**config.mk**
```make
export PLATFORM = sky130hd
export DESIGN_NAME = torque_off_enable_interlock_flat
export DESIGN_NICKNAME = d
export VERILOG_FILES = /design/src/hw/interlock_pkg.sv /design/src/hw/interlock_if.sv /design/src/hw/torque_off_enable_interlock.sv /design/src/flat_wrapper.sv
export VERILOG_INCLUDE_DIRS = /design/src /design/src/hw
export SDC_FILE = /design/constraint.sdc
export NUM_CORES = 1
export LEC_CHECK = 0
export BUFFER_PORTS_ARGS = -buffer_cell sky130_fd_sc_hd__buf_2
export CAP_MARGIN = 0
export CORE_MARGIN = 3
export CORE_UTILIZATION = 40
export CTS_CLUSTER_DIAMETER = 80
export DETAILED_ROUTE_END_ITERATION = 6
export GPL_TIMING_DRIVEN = 0
export PLACE_DENSITY = 0.59
export SYNTH_ARGS = -nofsm -noshare
export SYNTH_HDL_FRONTEND = slang
export SYNTH_SLANG_ARGS = --single-unit
```
**constraint.sdc**
```tcl
create_clock -name CLK -period 4.6 [get_ports CLK]
set_input_delay 0.23 -clock CLK [delete_from_list [all_inputs] [get_ports CLK]]
set_output_delay 0.23 -clock CLK [all_outputs]
set_load 0.02 [all_outputs]
```
**src/hw/interlock_cfg.svh**
```systemverilog
// Timing constants and rule notes for the torque-off enable interlock
// Notes on behaviour
// - Either input low holds torque off
// - Both inputs high permit normal operation
// - Feedback relay follows torque-off and fault
// - Controller treats wrong feedback as failure
// - Controller starts stopped, checks both feedbacks
// - Controller raises safety input before enable
// - Controller rechecks feedbacks, then issues start
// - Safety rising under enable locks restart
// - Tied inputs: enable not within 24 ms; the sequencer raises enable after only SEQ_GAP_CYC (64 cycles)
// - Second input over 4 s raises alarm
// - Drive-ready relay closed when enable accepted
// - Check inputs and feedback before pulses
// - Safety fault latches alarm until cleared
`ifndef INTERLOCK_CFG_SVH
`define INTERLOCK_CFG_SVH
`define CLK_HZ            25000000
`define FILT_CYC          4
`define MISSING_S         4
`define MISSING_CYC       (`MISSING_S * `CLK_HZ)
`define TIE_GAP_MS        24
`define TIE_GAP_CYC       ((`TIE_GAP_MS * `CLK_HZ) / 1000)
`define CNT_W             28
`define SEQ_GAP_CYC       64
`define FBK_SETTLE_CYC    4
`endif

```
**src/hw/interlock_pkg.sv**
```systemverilog
// Types shared by both ends of the interlock
package interlock_pkg;
  typedef enum logic [1:0] {
    DEV_OFF,
    DEV_READY,
    DEV_RUN,
    DEV_LOCK
  } dev_state_t;
  typedef enum logic [2:0] {
    CTL_IDLE,
    CTL_PRECHECK,
    CTL_SAFETY,
    CTL_ENABLE,
    CTL_POSTCHECK,
    CTL_RUN,
    CTL_STOP,
    CTL_FAIL
  } ctl_state_t;
endpackage

```
**src/hw/interlock_if.sv**
```systemverilog
// Wires between the lift controller and the interlock
`timescale 1ns/100ps
interface interlock_if;
  logic enable_in;
  logic safety_in;
  logic fbk_closed;
  logic ready_closed;
  logic start_cmd;
  logic stop_cmd;
  modport device (
    input  enable_in,
    input  safety_in,
    input  start_cmd,
    input  stop_cmd,
    output fbk_closed,
    output ready_closed
  );
  modport controller (
    output enable_in,
    output safety_in,
    output start_cmd,
    output stop_cmd,
    input  fbk_closed,
    input  ready_closed
  );
endinterface

```
**src/hw/torque_off_enable_interlock.sv**
```systemverilog
// Device end: torque-off decision, lockout, alarms and feedback relays
`timescale 1ns/100ps
`include "interlock_cfg.svh"
module torque_off_enable_interlock (
  input  wire logic        CLK,
  input  wire logic        RST,
  interlock_if.device      LINK,
  input  wire logic        ALARM_CLEAR,
  input  wire logic        FBK_SENSE,
  output logic             PULSE_EN,
  output logic             TORQUE_OFF,
  output logic             LOCKOUT,
  output logic             MISSING_ALARM,
  output logic             SAFETY_ALARM
);
  ////////////////////////////////////////////////////////////////////////////
  logic [1:0] en_sync_r;
  logic [1:0] sf_sync_r;
  logic [1:0] fs_sync_r;
  logic [2:0] en_cnt_r;
  logic [2:0] sf_cnt_r;
  logic       en_f_r;
  logic       sf_f_r;
  logic       en_d_r;
  logic       sf_d_r;

  // Inputs cross from pins; a glitch on enable or safety shorter than the filter is dropped
  always_ff @(posedge CLK or posedge RST) begin
    if (RST) begin
      en_sync_r <= 2'h0;
      sf_sync_r <= 2'h0;
      fs_sync_r <= 2'h3;
    end else begin
      en_sync_r <= {en_sync_r[0], LINK.enable_in};
      sf_sync_r <= {sf_sync_r[0], LINK.safety_in};
      fs_sync_r <= {fs_sync_r[0], FBK_SENSE};
    end
  end

  wire en_s = en_sync_r[1];
  wire sf_s = sf_sync_r[1];
  wire fbk_s = fs_sync_r[1];

  always_ff @(posedge CLK or posedge RST) begin
    if (RST) begin
      en_cnt_r <= 3'h0;
      en_f_r   <= 1'b0;
    end else if (en_s == en_f_r) begin
      en_cnt_r <= 3'h0;
    end else if (en_cnt_r == 3'(`FILT_CYC - 1)) begin
      en_cnt_r <= 3'h0;
      en_f_r   <= en_s;
    end else begin
      en_cnt_r <= en_cnt_r + 3'h1;
    end
  end

  always_ff @(posedge CLK or posedge RST) begin
    if (RST) begin
      sf_cnt_r <= 3'h0;
      sf_f_r   <= 1'b0;
    end else if (sf_s == sf_f_r) begin
      sf_cnt_r <= 3'h0;
    end else if (sf_cnt_r == 3'(`FILT_CYC - 1)) begin
      sf_cnt_r <= 3'h0;
      sf_f_r   <= sf_s;
    end else begin
      sf_cnt_r <= sf_cnt_r + 3'h1;
    end
  end

  always_ff @(posedge CLK or posedge RST) begin
    if (RST) begin
      en_d_r <= 1'b0;
      sf_d_r <= 1'b0;
    end else begin
      en_d_r <= en_f_r;
      sf_d_r <= sf_f_r;
    end
  end

  wire sf_rise = sf_f_r & ~sf_d_r;
  wire en_fall = ~en_f_r & en_d_r;
  wire both_on = en_f_r & sf_f_r;
  wire any_off = ~en_f_r | ~sf_f_r;

  ////////////////////////////////////////////////////////////////////////////
  // Missing second input: counts while exactly one input is high
  logic [`CNT_W-1:0] miss_cnt_r;
  logic              missing_r;
  wire               one_only = en_f_r ^ sf_f_r;
  wire               miss_hit = miss_cnt_r == `CNT_W'(`MISSING_CYC);

  always_ff @(posedge CLK or posedge RST) begin
    if (RST) begin
      miss_cnt_r <= '0;
    end else if (!one_only) begin
      miss_cnt_r <= '0;
    end else if (!miss_hit) begin
      miss_cnt_r <= miss_cnt_r + `CNT_W'(1);
    end
  end

  // Set wins over clear
  always_ff @(posedge CLK or posedge RST) begin
    if (RST) begin
      missing_r <= 1'b0;
    end else if (one_only && miss_hit) begin
      missing_r <= 1'b1;
    end else if (ALARM_CLEAR) begin
      missing_r <= 1'b0;
    end
  end

  ////////////////////////////////////////////////////////////////////////////
  interlock_pkg::dev_state_t state_r;
  interlock_pkg::dev_state_t state_nxt;
  logic                      safety_r;
  logic                      fbk_r;
  logic [2:0]                open_cnt_r;
  wire                       open_settled = open_cnt_r == 3'(`FBK_SETTLE_CYC);

  // Readback lags the relay drive; judge it only once that lag is over
  always_ff @(posedge CLK or posedge RST) begin
    if (RST) begin
      open_cnt_r <= 3'h0;
    end else if (fbk_r) begin
      open_cnt_r <= 3'h0;
    end else if (!open_settled) begin
      open_cnt_r <= open_cnt_r + 3'h1;
    end
  end

  // Feedback relay must read open while power stage may run, closed otherwise
  wire fbk_bad   = fbk_s != (state_r != interlock_pkg::DEV_RUN);
  wire checks_ok = both_on && !fbk_bad && !safety_r && !missing_r;
  wire fault_ev  = (state_r == interlock_pkg::DEV_RUN) && fbk_s && open_settled;

  always_comb begin
    state_nxt = state_r;
    case (state_r)
      interlock_pkg::DEV_OFF: begin
        if (sf_rise && en_f_r) begin
          state_nxt = interlock_pkg::DEV_LOCK;
        end else if (both_on) begin
          state_nxt = interlock_pkg::DEV_READY;
        end
      end
      interlock_pkg::DEV_READY: begin
        if (any_off) begin
          state_nxt = interlock_pkg::DEV_OFF;
        end else if (LINK.start_cmd && checks_ok) begin
          state_nxt = interlock_pkg::DEV_RUN;
        end
      end
      interlock_pkg::DEV_RUN: begin
        if (any_off || safety_r || fault_ev) begin
          state_nxt = interlock_pkg::DEV_OFF;
        end else if (LINK.stop_cmd) begin
          state_nxt = interlock_pkg::DEV_READY;
        end
      end
      interlock_pkg::DEV_LOCK: begin
        if (en_fall) begin
          state_nxt = interlock_pkg::DEV_OFF;
        end
      end
      default: begin
        state_nxt = interlock_pkg::DEV_OFF;
      end
    endcase
  end

  always_ff @(posedge CLK or posedge RST) begin
    if (RST) begin
      state_r <= interlock_pkg::DEV_OFF;
    end else begin
      state_r <= state_nxt;
    end
  end

  // Latched until manual clear; a fault in the clear cycle still sets
  always_ff @(posedge CLK or posedge RST) begin
    if (RST) begin
      safety_r <= 1'b0;
    end else if (fault_ev) begin
      safety_r <= 1'b1;
    end else if (ALARM_CLEAR) begin
      safety_r <= 1'b0;
    end
  end

  ////////////////////////////////////////////////////////////////////////////
  logic pulse_r;
  logic ready_r;

  always_ff @(posedge CLK or posedge RST) begin
    if (RST) begin
      pulse_r <= 1'b0;
      fbk_r   <= 1'b1;
      ready_r <= 1'b0;
    end else begin
      pulse_r <= state_nxt == interlock_pkg::DEV_RUN;
      fbk_r   <= state_nxt != interlock_pkg::DEV_RUN || safety_r;
      ready_r <= en_f_r && !safety_r && state_nxt != interlock_pkg::DEV_LOCK;
    end
  end

  assign PULSE_EN          = pulse_r;
  assign TORQUE_OFF        = ~pulse_r;
  assign LOCKOUT           = state_r == interlock_pkg::DEV_LOCK;
  assign MISSING_ALARM     = missing_r;
  assign SAFETY_ALARM      = safety_r;
  assign LINK.fbk_closed   = fbk_r;
  assign LINK.ready_closed = ready_r;
endmodule

```
**src/flat_wrapper.sv**
```systemverilog
// flat-port wrapper written by rule: the top's interface ports become plain ports
module torque_off_enable_interlock_flat 
  (CLK, RST, ALARM_CLEAR, FBK_SENSE, PULSE_EN, TORQUE_OFF, LOCKOUT, MISSING_ALARM, SAFETY_ALARM, LINK_enable_in, LINK_safety_in, LINK_start_cmd, LINK_stop_cmd, LINK_fbk_closed, LINK_ready_closed);
  interlock_if LINK_i ();
  input  wire logic CLK;
  input  wire logic RST;
  input  wire logic ALARM_CLEAR;
  input  wire logic FBK_SENSE;
  output logic PULSE_EN;
  output logic TORQUE_OFF;
  output logic LOCKOUT;
  output logic MISSING_ALARM;
  output logic SAFETY_ALARM;
  input wire logic [$bits(LINK_i.enable_in)-1:0] LINK_enable_in;
  input wire logic [$bits(LINK_i.safety_in)-1:0] LINK_safety_in;
  input wire logic [$bits(LINK_i.start_cmd)-1:0] LINK_start_cmd;
  input wire logic [$bits(LINK_i.stop_cmd)-1:0] LINK_stop_cmd;
  output wire logic [$bits(LINK_i.fbk_closed)-1:0] LINK_fbk_closed;
  output wire logic [$bits(LINK_i.ready_closed)-1:0] LINK_ready_closed;
  assign LINK_i.enable_in = LINK_enable_in;
  assign LINK_i.safety_in = LINK_safety_in;
  assign LINK_i.start_cmd = LINK_start_cmd;
  assign LINK_i.stop_cmd = LINK_stop_cmd;
  assign LINK_fbk_closed = LINK_i.fbk_closed;
  assign LINK_ready_closed = LINK_i.ready_closed;
  torque_off_enable_interlock u_core (.CLK(CLK), .RST(RST), .LINK(LINK_i), .ALARM_CLEAR(ALARM_CLEAR), .FBK_SENSE(FBK_SENSE), .PULSE_EN(PULSE_EN), .TORQUE_OFF(TORQUE_OFF), .LOCKOUT(LOCKOUT), .MISSING_ALARM(MISSING_ALARM), .SAFETY_ALARM(SAFETY_ALARM));
endmodule
```
After elaboration in Yosys (flattened, before gate mapping)

Cells that the tools add are included.

Reduce and logical (&&, ||, !) cells: 21
Add/subtract/negate cells: 4
Bitwise gates (word level): 11
Multiplexer cells: 19
Equality and inequality tests: 16

Operator list:

| cell                  | count |
|---|---|
| $mux 28               | 2 |
| $add 28x1->28 const B | 1 |
| $eq 28x27->1 const B  | 1 |
| $mux 3                | 6 |
| $mux 2                | 7 |
| $logic_and 1x1->1     | 10 |
| $add 3x1->3 const B   | 3 |
| $ne 2x2->1 const B    | 4 |
| $pmux 2 s4            | 1 |
| $eq 2x2->1 const B    | 3 |
| $eq 3x2->1 const B    | 2 |
| $not 1->1             | 6 |
| $reduce_and 2->1      | 2 |
| $reduce_bool 2->1     | 2 |
| $and 1x1->1           | 3 |
| $eq 3x3->1 const B    | 1 |
| $logic_not 1->1       | 3 |
| $logic_or 1x1->1      | 3 |
| $mux 1                | 3 |
| $eq 1x1->1            | 2 |
| $eq 2x1->1 const B    | 1 |
| $logic_not 2->1       | 1 |
| $ne 2x1->1 const B    | 1 |
| $ne 1x1->1            | 1 |
| other kinds (2)       | 2 |

Output and inout bits: 7
Logic and storage cells: 88
Input port bits: 8
Register bits after elaboration: 54

Longest topological paths before layout

Gate-level depths: netlist (run 1).

Word-level depth: 12
Depth in mapped cells: 6
Depth with buffers taken out: 6

Worst setup path before layout (run 1)

No wires, ideal clock.

Path type: flip-flop to flip-flop
Start: register u_core.miss_cnt_r[0]
End: register u_core.miss_cnt_r[20]
Clock period less this slack: 1.816 ns
Stages on the path, launching flop included: 7
Setup time: 0.078 ns
Data arrival time: 1.738 ns
Path slack: 2.784 ns
Cell sequence: dfrtp_1 > ha_1 > nand3_1 > or2_1 > buf_6 > or4_1 > a21oi_1

Word-level cells in the longest chain between the ends: 3
Elaborated cells between the ends (all ways): 5
Those cells by class: 1 x add/sub; 2 x eq/ne; 2 x mux

RTL lines:

| what                   | line                               | text |
|---|---|---|
| from (decl)            | torque_off_enable_interlock.sv:89  | `` logic [`CNT_W-1:0] miss_cnt_r; `` |
| from (signal assigned) | torque_off_enable_interlock.sv:100 | `` miss_cnt_r <= miss_cnt_r + `CNT_W'(1); `` |
| $add 28x1->28          | torque_off_enable_interlock.sv:100 |  |
| $mux 28                | torque_off_enable_interlock.sv:99  | `end else if (!miss_hit) begin` |
| $mux 28                | torque_off_enable_interlock.sv:97  | `end else if (!one_only) begin` |

Parallel ways exist; a longest one is shown, timed or not. The select of a mux whose other input is x is not followed.
A chain may end at the register's enable or synchronous reset.

Final worst setup path (run 1)

Ends and elaborated chain as after synthesis.

==> flow_summary.ini, run 1 <==
[placed_design]
place.detailed.hpwl_um = 3480
postPlaceCellArea_um2 = 2790
gp_congestion = 0.820
place_ws_ps = 2530
port_buffers = 14

[sta]
timing.final.crit_share_pct = 45.4
drv_slew = 0
clock_skew_ps = 8.72
final_hold_viol_count = 0
worst_hold_slack_ps = 17.4
finalSetupViolCount = 0
post-route-min-period_ps = 2090
layout_setup_ws_ps = 2510
final.setup.tns_ps = 0
rsz0062_at_grt = no
worst-slew-pin-transition_ps = 525
max_freq_mhz = 479
maxSlewHeadroom_pct = 65.0

[detailed_routing]
postRouteAntennaNets = 0
drc = 0
drtIter0Drc = 69
dr.pass1.iters = 4
wl_per_cell_um = 14.0
vias_per_cell = 5.52
wl_um = 4910
vias = 1937

[hold_path]
holdPathStages = 1
holdCritStartpoint = LINK_enable_in
hp-class = input pin to flip-flop

[outcome]
outcome = completed

[grt]
overflow = 0
grt_start_max_net_pins = 33
grt_pass1_wl_um = 8840
antenna_found_initial = 0
grt_pass1_vias = 1882
track_usage_pct = 14.8

[cts]
ctsResizeCount = 0
clk_latency_ps = 310
cts_buffer_depth = 2
cts_sinks = 54
post_cts_buffers = 0
cts_tree = yes
cts_max_level = 2
numCtsBuffers = 5
clk_pin_slew_ps = 100
cts_root_buf = clkbuf_8

[layout]
multi_input_area_um2 = 1150
layout.nets = 291
drive_above_1_share_pct = 13.4
fin_area_um2 = 2920
regArea_um2 = 1360
utilization_pct = 47.7
area_delta_synth_final_pct = 12.1
diodes = 0
fillers = 564

[pwr]
ir_worst_vdd_v = 0.000196
switching_share_pct = 33.5
power_frac_seq_pct = 47.1
clkPwrFrac_pct = 25.9
comb_power_share_pct = 27.0
power.leakage_nw = 1.22
power_switching_uw = 414
power.density_nw_per_um2 = 423
p_int_uw = 821

[setup_path]
ff2ff_path_depth = 6
rr_startpoint = u_core.miss_cnt_r[0]$_DFFE_PP0N_
path_class = flip-flop to flip-flop
arrival_ps = 2320
crit_path_start = u_core.miss_cnt_r[0]$_DFFE_PP0N_
critPathCaptureType = flip-flop
setup.worst_path.start_class = flip-flop
required_ps = 4830
worstPathMaxFanout = 9

[synth]
synthAdderAreaFrac_pct = 3.84
synthDistinctLibCells = 42
seq_area_frac_synth_pct = 52.0
synth_mux_area_share_pct = 2.02
ys_ff_latch = 54
synth_xor_area_share_pct = 4.37
ys_warn_count = 0
postSynthAreaPerCell_um2 = 10.4
synth-compound-area-share_pct = 8.79
synth_top_family_by_area = simple AND/OR/NAND/NOR gates
synth_cells = 251
synth-simple-area-share_pct = 25.3
syn_area_um2 = 2610
syn_nets = 267

[die]
die_x_um = 86.7
start_util_pct = 42.5
core_um2 = 6130
pin_count = 15
core.rowCount = 28
dieArea_um2 = 7520
die_y_um = 86.7

[run]
cap_violations = 0
-- logic make-up (layout without fill, tap and decap cells) --
kind of cell             Yosys count  count (layout)
buffers and inverters             23              48
XOR/XNOR                          13              13
AND/OR/NAND/NOR                  111             111
adder cells (fa/ha/maj)            8               8
AO/OA/AOI/OAI                     37              37
multiplexers                       5               5
flip-flops                        54              54
-- path summary, 6_finish.rpt --
| kind | slack [ps] | endpoint |
|---|---|---|
| max | 2510 | u_core.miss_cnt_r[20]$_DFFE_PP0N_ |
| min | 20 | u_core.en_sync_r[0]$_DFF_PP0_ |
| max reg2reg | 2510 | u_core.miss_cnt_r[20]$_DFFE_PP0N_ |
| min reg2reg | 360 | u_core.sf_sync_r[1]$_DFF_PP0_ |
| max in group asynchronous | 3570 | u_core.miss_cnt_r[4]$_DFFE_PP0N_ |
| min in group asynchronous | 480 | u_core.sf_sync_r[0]$_DFF_PP0_ |
-- sequential cells by signal, indices dropped and copies added, names as in the netlist --
signal	flops
u_core.sf_f_r	1
u_core.LINK.ready_closed	1
u_core.en_d_r	1
u_core.LINK.fbk_closed	1
u_core.sf_d_r	1
u_core.open_cnt_r	3
u_core.fs_sync_r	2
u_core.state_r	2
u_core.miss_cnt_r	28
u_core.PULSE_EN	1
u_core.en_f_r	1
u_core.SAFETY_ALARM	1
u_core.sf_cnt_r	3
u_core.MISSING_ALARM	1
u_core.sf_sync_r	2
u_core.en_cnt_r	3
u_core.en_sync_r	2
-- cells in the final DEF, fill, tap and decap left out, drive strengths merged, types with 3 or more instances in the layout --
master	instances
dfrtp	51
buf	19
inv	17
nor2	16
a21oi	16
nand2	15
nand3	14
or4	10
o31ai	9
nand4	9
xnor2	8
ha	8
clkbuf	8
nor3	7
or3	6
nor4	6
xor2	5
o21ai	5
nand2b	5
nor3b	5
and4	4
and2	3
nor2b	3
mux2i	3
dfstp	3
-- final cells by class --
class	count	share of cell area [%]
well taps	75	3.21
inverters	16	2.05
flip-flops and latches	54	46.4
clock buffers	5	2.35
plain buffers	7	1.28
multi-input cells	174	39.5
clock inverters	3	1.50
repair buffers	17	3.77
-- synthesized netlist by cell type (all sizes together) --
cell type | instances | share of area, %
dfrtp | 51 | 49
a21oi | 16 | 3.1
inv | 16 | 2.3
nor2 | 16 | 2.3
nand2 | 15 | 2.2
nand3 | 14 | 2.7
or4 | 10 | 2.9
nand4 | 9 | 3.0
o31ai | 9 | 2.6
ha | 8 | 3.8
xnor2 | 8 | 2.7
nor3 | 7 | 1.3
nor4 | 6 | 1.7
or3 | 6 | 1.4
nand2b | 5 | 1.2
nor3b | 5 | 1.4
o21ai | 5 | 0.96
xor2 | 5 | 1.7
and4 | 4 | 1.3
buf | 4 | 1.0
and2 | 3 | 0.72
clkbuf | 3 | 0.43
dfstp | 3 | 3.0
mux2i | 3 | 1.2
nor2b | 3 | 0.72
and3 | 2 | 0.48
mux2 | 2 | 0.86
nor4b | 2 | 0.67
o21a | 2 | 0.58
o31a | 2 | 0.67
a32oi | 1 | 0.34
and3b | 1 | 0.34
nand3b | 1 | 0.29
nand4b | 1 | 0.34
o22ai | 1 | 0.24
o311ai | 1 | 0.34
or2 | 1 | 0.24
-- metal layers --
metal | part of all wire [%] | global-route usage, % | vias up
met1 | 50 | 21.4 | 954
li1 | - | - | 957
met5 | 0 | 0 | -
met2 | 45 | 22.1 | 22
met4 | 0.86 | 4.53 | 0
met3 | 3.5 | 3.23 | 4
-- through the flow --
| stage | power, mW | instances |
|---|---|---|
| floorplan | 0.832 | 251 |
| global placement | 0.928 | 340 |
| detailed placement | 0.932 | 341 |
| CTS | 1.26 | 350 |
| global route | 1.33 | 351 |
| finish | 1.24 | 351 |
-- repair_timing --
action                                  in CTS  in global routing
endpoints found under the hold margin       19                  1
hold buffers                                 1                  1
endpoints found under the setup margin       0                  0
-- worst max-delay path, cell delays in order (launching register included) --
cell and delay [ps]:
dfrtp_1 450, ha_1 270, nand3_1 200, or2_1 270, buf_6 140, or4_1 510, a21oi_1 170
-- power by group through the flow --
stage | registers (mW) | logic, mW | clock network (mW)
finish | 0.582 | 0.333 | 0.320
global route | 0.593 | 0.384 | 0.349
CTS | 0.583 | 0.342 | 0.335
detailed placement | 0.592 | 0.340 | 0
global placement | 0.592 | 0.336 | 0
floorplan | 0.590 | 0.242 | 0
No activity file was read; power rests on OpenSTA's default activity.
==> run 2, diff against run 1 <==
--- a/config.mk
+++ b/config.mk
@@ -13,7 +13,7 @@
 export CTS_CLUSTER_DIAMETER = 80
 export DETAILED_ROUTE_END_ITERATION = 6
 export GPL_TIMING_DRIVEN = 0
-export PLACE_DENSITY = 0.59
+export PLACE_DENSITY = 0.61
 export SYNTH_ARGS = -nofsm -noshare
 export SYNTH_HDL_FRONTEND = slang
 export SYNTH_SLANG_ARGS = --single-unit
==> constraint.sdc (replaced) <==
create_clock -name CLK -period 1.8 [get_ports CLK]
set_input_delay 0.09 -clock CLK [delete_from_list [all_inputs] [get_ports CLK]]
set_output_delay 0.09 -clock CLK [all_outputs]
set_load 0.02 [all_outputs]
==> run 2 against run 1 <==
  * The run now ends with setup timing left
  * Critical path type unchanged
  * Count of clock-buffer cells in the layout rose by 1
  * Worst setup slack got worse by 2500 ps
  * Worst hold slack improved by 120 ps
  * Clock power rose to 2.7 times the previous value
  * Utilization rose by 6.1 points
  * Largest cell class unchanged
  * Cell count rose by 6.8%
  * Global-route usage rose by 0.52 points
  * Maximum frequency rose by 14%
  * Combinational power rose to 3.1 times the previous value
  * Final area rose by 13%
==> flow_summary.ini, run 2 (same netlist as run 1, synthesis figures left out) <==
[sta]
drv_slew = 0
worst_hold_slack_ps = 139
max_freq_mhz = 546
rsz0062_at_grt = yes
timing.final.crit_share_pct = 102
worst-slew-pin-transition_ps = 487
finalSetupViolCount = 1
post-route-min-period_ps = 1830
final_hold_viol_count = 0
maxSlewHeadroom_pct = 67.5
final.setup.tns_ps = -30.8
layout_setup_ws_ps = -30.8
clock_skew_ps = 8.27

[detailed_routing]
vias_per_cell = 5.39
wl_met3_um = 245
wl_per_cell_um = 14.3
drc = 0
drtIter0Drc = 79
postRouteAntennaNets = 0
wl_met2_um = 2560
drt-met1-wl_um = 2500
vias = 2021
dr.pass1.iters = 4
wl_um = 5380
maxUsedRoutingLayer = met4

[setup_path]
reg2reg_to = u_core.miss_cnt_r[24]$_DFFE_PP0N_
rr_startpoint = u_core.miss_cnt_r[13]$_DFFE_PP0N_
worstPathMaxFanout = 10
required_ps = 2030
critPathCaptureType = flip-flop
reg2reg_setup_slack_ps = -30
arrival_ps = 2060
path_class = flip-flop to flip-flop
endpoint = u_core.miss_cnt_r[24]$_DFFE_PP0N_
ff2ff_path_depth = 5
crit_path_start = u_core.miss_cnt_r[13]$_DFFE_PP0N_
setup.worst_path.start_class = flip-flop

[placed_design]
gp_congestion = 0.836
placed_cells = 341
place.detailed.hpwl_um = 3420
port_buffers = 14
postPlaceCellArea_um2 = 2800

[layout]
diodes = 0
stdcell_count = 375
mostFrequentLayoutCells = dfrtp_1 (44), buf_4 (23), nor2_1 (16)
layout.nets = 315
final_common_cell = dfrtp_1
utilization_pct = 53.8
largest_reg_flops = 28
fin_area_um2 = 3300
top_register = u_core.miss_cnt_r
area_delta_synth_final_pct = 26.5
drive_above_1_share_pct = 31.0

[outcome]
outcome = finished, violations left
violations = setup timing

[cts]
clk_pin_slew_ps = 100
cts_sinks = 54
cts_tree = yes
numCtsBuffers = 5
clk_latency_ps = 310
cts_max_level = 2
cts_buffer_depth = 2
cts_root_buf = clkbuf_8

[die]
core.rowCount = 28
pin_count = 15
dieArea_um2 = 7520
die_x_um = 86.7
core_um2 = 6130
die_y_um = 86.7
start_util_pct = 42.5

[grt]
track_usage_pct = 15.3
grt_start_max_net_pins = 34
antenna_found_initial = 0
grt_pass1_wl_um = 9030
grt_pass1_vias = 1873
overflow = 0

[run]
cap_violations = 0

[pwr]
ir_worst_vdd_v = 0.000537
power.leakage_nw = 1.40
power.density_nw_per_um2 = 1020

[hold_path]
hp-class = input pin to flip-flop
## run 2: cell types whose count changed in the layout (fill, tap and decap cells not counted), sizes merged
cell	change
buf	+22
dlygate4sd3	+3
clkinv	-1
## run 2: worst min-delay path by stage
stage / start / end / slack, ps / cells past startpoint
floorplan: FBK_SENSE / u_core.fs_sync_r[0]$_DFF_PP1_ / 90 / 0
global placement: FBK_SENSE / u_core.fs_sync_r[0]$_DFF_PP1_ / 200 / 1
detailed placement: RST / u_core.miss_cnt_r[21]$_DFFE_PP0N_ / 150 / 2
CTS: LINK_start_cmd / u_core.state_r[1]$_DFF_PP0_ / 130 / 3
global route: LINK_stop_cmd / u_core.LINK.ready_closed$_DFF_PP0_ / 150 / 4
finish: LINK_stop_cmd / u_core.LINK.ready_closed$_DFF_PP0_ / 140 / 4
## run 2: area by class of cell
cell class | count | area [um^2]
Tap cell | 75 | 93.8
Fill cell | 530 | 2830
Multi-Input combinational cell | 174 | 1300
Inverter | 16 | 60.1
Clock inverter | 2 | 38.8
Timing Repair Buffer | 41 | 298
Clock buffer | 6 | 82.6
Buffer | 7 | 58.8
Sequential cell | 54 | 1360
## run 2: metrics by stage
| step | setup slack, ps | total power, mW |
|---|---|---|
| final | -30.8 | 3.38 |
| after global routing | -96.6 | 3.61 |
| after CTS | 1.42 | 3.34 |
| after detailed placement | -169 | 2.38 |
| after global placement | -357 | 2.37 |
| after floorplan | 18.4 | 2.13 |
## run 2: what timing repair did
action | 4_1_cts | 5_1_grt
resized for setup | 18 | 29
pin swaps | 3 | 14
endpoints found under the hold margin | 26 | 0
gates cloned | 0 | 0
setup buffers | 14 | 7
hold buffers | 5 | 0
endpoints found under the setup margin | 11 | 24
## run 2: power breakdown
group	leakage (nW)	switching, mW	internal [mW]
logic	0.629	0.608	0.410
registers	0.705	0.120	1.37
clock network	0.0618	0.409	0.458
## run 2: critical path: stages, from the launching register on
cell	delay, ps
dfrtp_1	430
nand4_4	110
or3_4	380
buf_6	150
or4_4	520
a21oi_2	170
## run 2: routing by layer
| layer | vias to the layer above | track usage [%] |
|---|---|---|
| li1 | 1000 | - |
| met1 | 976 | 20.9 |
| met2 | 41 | 24.1 |
| met3 | 4 | 2.66 |
| met4 | 0 | 6.09 |
| met5 | - | 0 |
==> run 3, diff against run 2 <==
--- a/config.mk
+++ b/config.mk
@@ -9,11 +9,12 @@
 export BUFFER_PORTS_ARGS = -buffer_cell sky130_fd_sc_hd__buf_2
 export CAP_MARGIN = 0
 export CORE_MARGIN = 3
-export CORE_UTILIZATION = 40
+export CORE_UTILIZATION = 57
+export CTS_BUF_LIST = sky130_fd_sc_hd__clkbuf_8
 export CTS_CLUSTER_DIAMETER = 80
 export DETAILED_ROUTE_END_ITERATION = 6
 export GPL_TIMING_DRIVEN = 0
-export PLACE_DENSITY = 0.61
+export PLACE_DENSITY = 0.81
 export SYNTH_ARGS = -nofsm -noshare
 export SYNTH_HDL_FRONTEND = slang
 export SYNTH_SLANG_ARGS = --single-unit
==> run 3 against run 2 <==
  * The run still ends with setup timing left
  * Worst hold slack gained 18 ps
  * Utilization rose by 29 points
  * Final area rose by 6.0%
  * Flip-flop and latch count did not move
  * Critical path type unchanged
  * Critical endpoint is now u_core.miss_cnt_r[20]$_DFFE_PP0N_
  * Largest cell class unchanged
==> flow_summary.ini, run 3 (same netlist as run 1, synthesis figures left out) <==
[layout]
drive_above_1_share_pct = 36.0
largest_reg_flops = 28
fillers = 224
final_common_cell = dfrtp_1
top_register = u_core.miss_cnt_r
area_delta_synth_final_pct = 34.1
layout.nets = 329
mostFrequentLayoutCells = dfrtp_1 (44), buf_4 (34), nor2_1 (16)
utilization_pct = 83.2
diodes = 0

[detailed_routing]
postRouteAntennaNets = 0
wl_um = 6770
vias_per_cell = 6.09
drtIter0Drc = 239
vias = 2215
dr.pass1.iters = 4
wl_per_cell_um = 18.6
drc = 0

[cts]
numCtsBuffers = 5
cts_max_level = 2
clk_pin_slew_ps = 100
cts_root_buf = clkbuf_8
cts_tree = yes
cts_buffer_depth = 2
cts_sinks = 54
clk_latency_ps = 300

[die]
die_y_um = 73.6
die_x_um = 73.6
core.rowCount = 23
dieArea_um2 = 5420
core_um2 = 4200
pin_count = 15
start_util_pct = 62.0

[pwr]
ir_worst_vdd_v = 0.000797
finalPower_mw = 3.59
power.density_nw_per_um2 = 1030
power.leakage_nw = 1.51

[sta]
drv_slew = 0
max_freq_mhz = 545
finalSetupViolCount = 6
final_hold_viol_count = 0
timing.final.crit_share_pct = 102
rsz0062_at_grt = yes
layout_setup_ws_ps = -35.8
clock_skew_ps = 11.4
maxSlewHeadroom_pct = 62.7
worst-slew-pin-transition_ps = 555
post-route-min-period_ps = 1840
worst_hold_slack_ps = 157

[placed_design]
gp_congestion = 0.834
place.detailed.hpwl_um = 3610
port_buffers = 14
place_ws_ps = -185

[grt]
track_usage_pct = 22.8
antenna_found_initial = 0
grt_pass1_vias = 2039
grt_pass1_wl_um = 9440
grt_start_max_net_pins = 45
overflow = 0

[setup_path]
worstPathMaxFanout = 5
critPathCaptureType = flip-flop
reg2reg_setup_slack_ps = -40
ff2ff_path_depth = 5
arrival_ps = 2070
path_class = flip-flop to flip-flop
rr_startpoint = u_core.miss_cnt_r[12]$_DFFE_PP0N_
required_ps = 2040
reg2reg_to = u_core.miss_cnt_r[20]$_DFFE_PP0N_
setup.worst_path.start_class = flip-flop

[hold_path]
hp-class = input pin to flip-flop
holdCritStartpoint = LINK_stop_cmd
hold_end = u_core.LINK.ready_closed$_DFF_PP0_
holdPathStages = 4

[outcome]
violations = setup timing
outcome = finished, violations left

[run]
cap_violations = 0
[run 3: report_power, final]
group          leakage [nW]  internal, mW  total, mW  switching (mW)
clock network        0.0714         0.593      0.979           0.386
registers             0.705          1.37       1.51           0.132
logic                 0.736         0.436       1.11           0.673
[run 3: how the worst max path moves through the flow]
stage | startpoint | endpoint | slack [ps] | cells after the start
after floorplan | u_core.miss_cnt_r[0]$_DFFE_PP0N_ | u_core.miss_cnt_r[20]$_DFFE_PP0N_ | 20 | 6
after global placement | RST | u_core.miss_cnt_r[6]$_DFFE_PP0N_ | -230 | 2
after detailed placement | u_core.miss_cnt_r[0]$_DFFE_PP0N_ | u_core.miss_cnt_r[24]$_DFFE_PP0N_ | -180 | 6
after CTS | u_core.miss_cnt_r[1]$_DFFE_PP0N_ | u_core.miss_cnt_r[19]$_DFFE_PP0N_ | 1 | 6
after global routing | u_core.miss_cnt_r[10]$_DFFE_PP0N_ | u_core.miss_cnt_r[0]$_DFFE_PP0N_ | -100 | 6
final | u_core.miss_cnt_r[12]$_DFFE_PP0N_ | u_core.miss_cnt_r[20]$_DFFE_PP0N_ | -40 | 5
[run 3: cell type report]
| cell class | count | area [um^2] | share of cell area [%] |
|---|---|---|---|
| well taps | 50 | 62.6 | 1.79 |
| multi-input cells | 174 | 1360 | 38.9 |
| clock inverters | 2 | 60.1 | 1.72 |
| plain buffers | 7 | 70.1 | 2.00 |
| repair buffers | 55 | 438 | 12.5 |
| flip-flops and latches | 54 | 1360 | 39.0 |
| inverters | 16 | 60.1 | 1.72 |
| clock buffers | 6 | 82.6 | 2.36 |
[run 3: timing repair]
action,in CTS,in global routing
endpoints found under the hold margin,13,1
gates resized for setup,16,48
cloned,0,2
endpoints found under the setup margin,12,27
setup buffers,12,21
hold buffers,4,1
pin swaps,6,18
[run 3: critical path, stage by stage, from the launching register on]
cell and delay, ps:
dfrtp_1 430, inv_1 100, or3_4 430, clkbuf_16 170, or4_4 500, a21oi_2 140
[run 3: metal layers]
layer	track usage (%)	part of all wire, %	up-vias
li1	-	-	1028
met1	28.9	41	1097
met2	37.3	51	75
met3	5.20	5.2	15
met4	10.3	3.1	0
met5	0	0	-
[run 3: stage by stage]
step | cell area, um^2 | setup TNS, ps | cells
2_1_floorplan | 2610 | 0 | 251
3_3_place_gp | 2750 | -12200 | 315
3_5_place_dp | 2770 | -1320 | 316
4_1_cts | 3100 | 0 | 340
5_1_grt | 3500 | -950 | 364
6_report | 3500 | -115 | 364
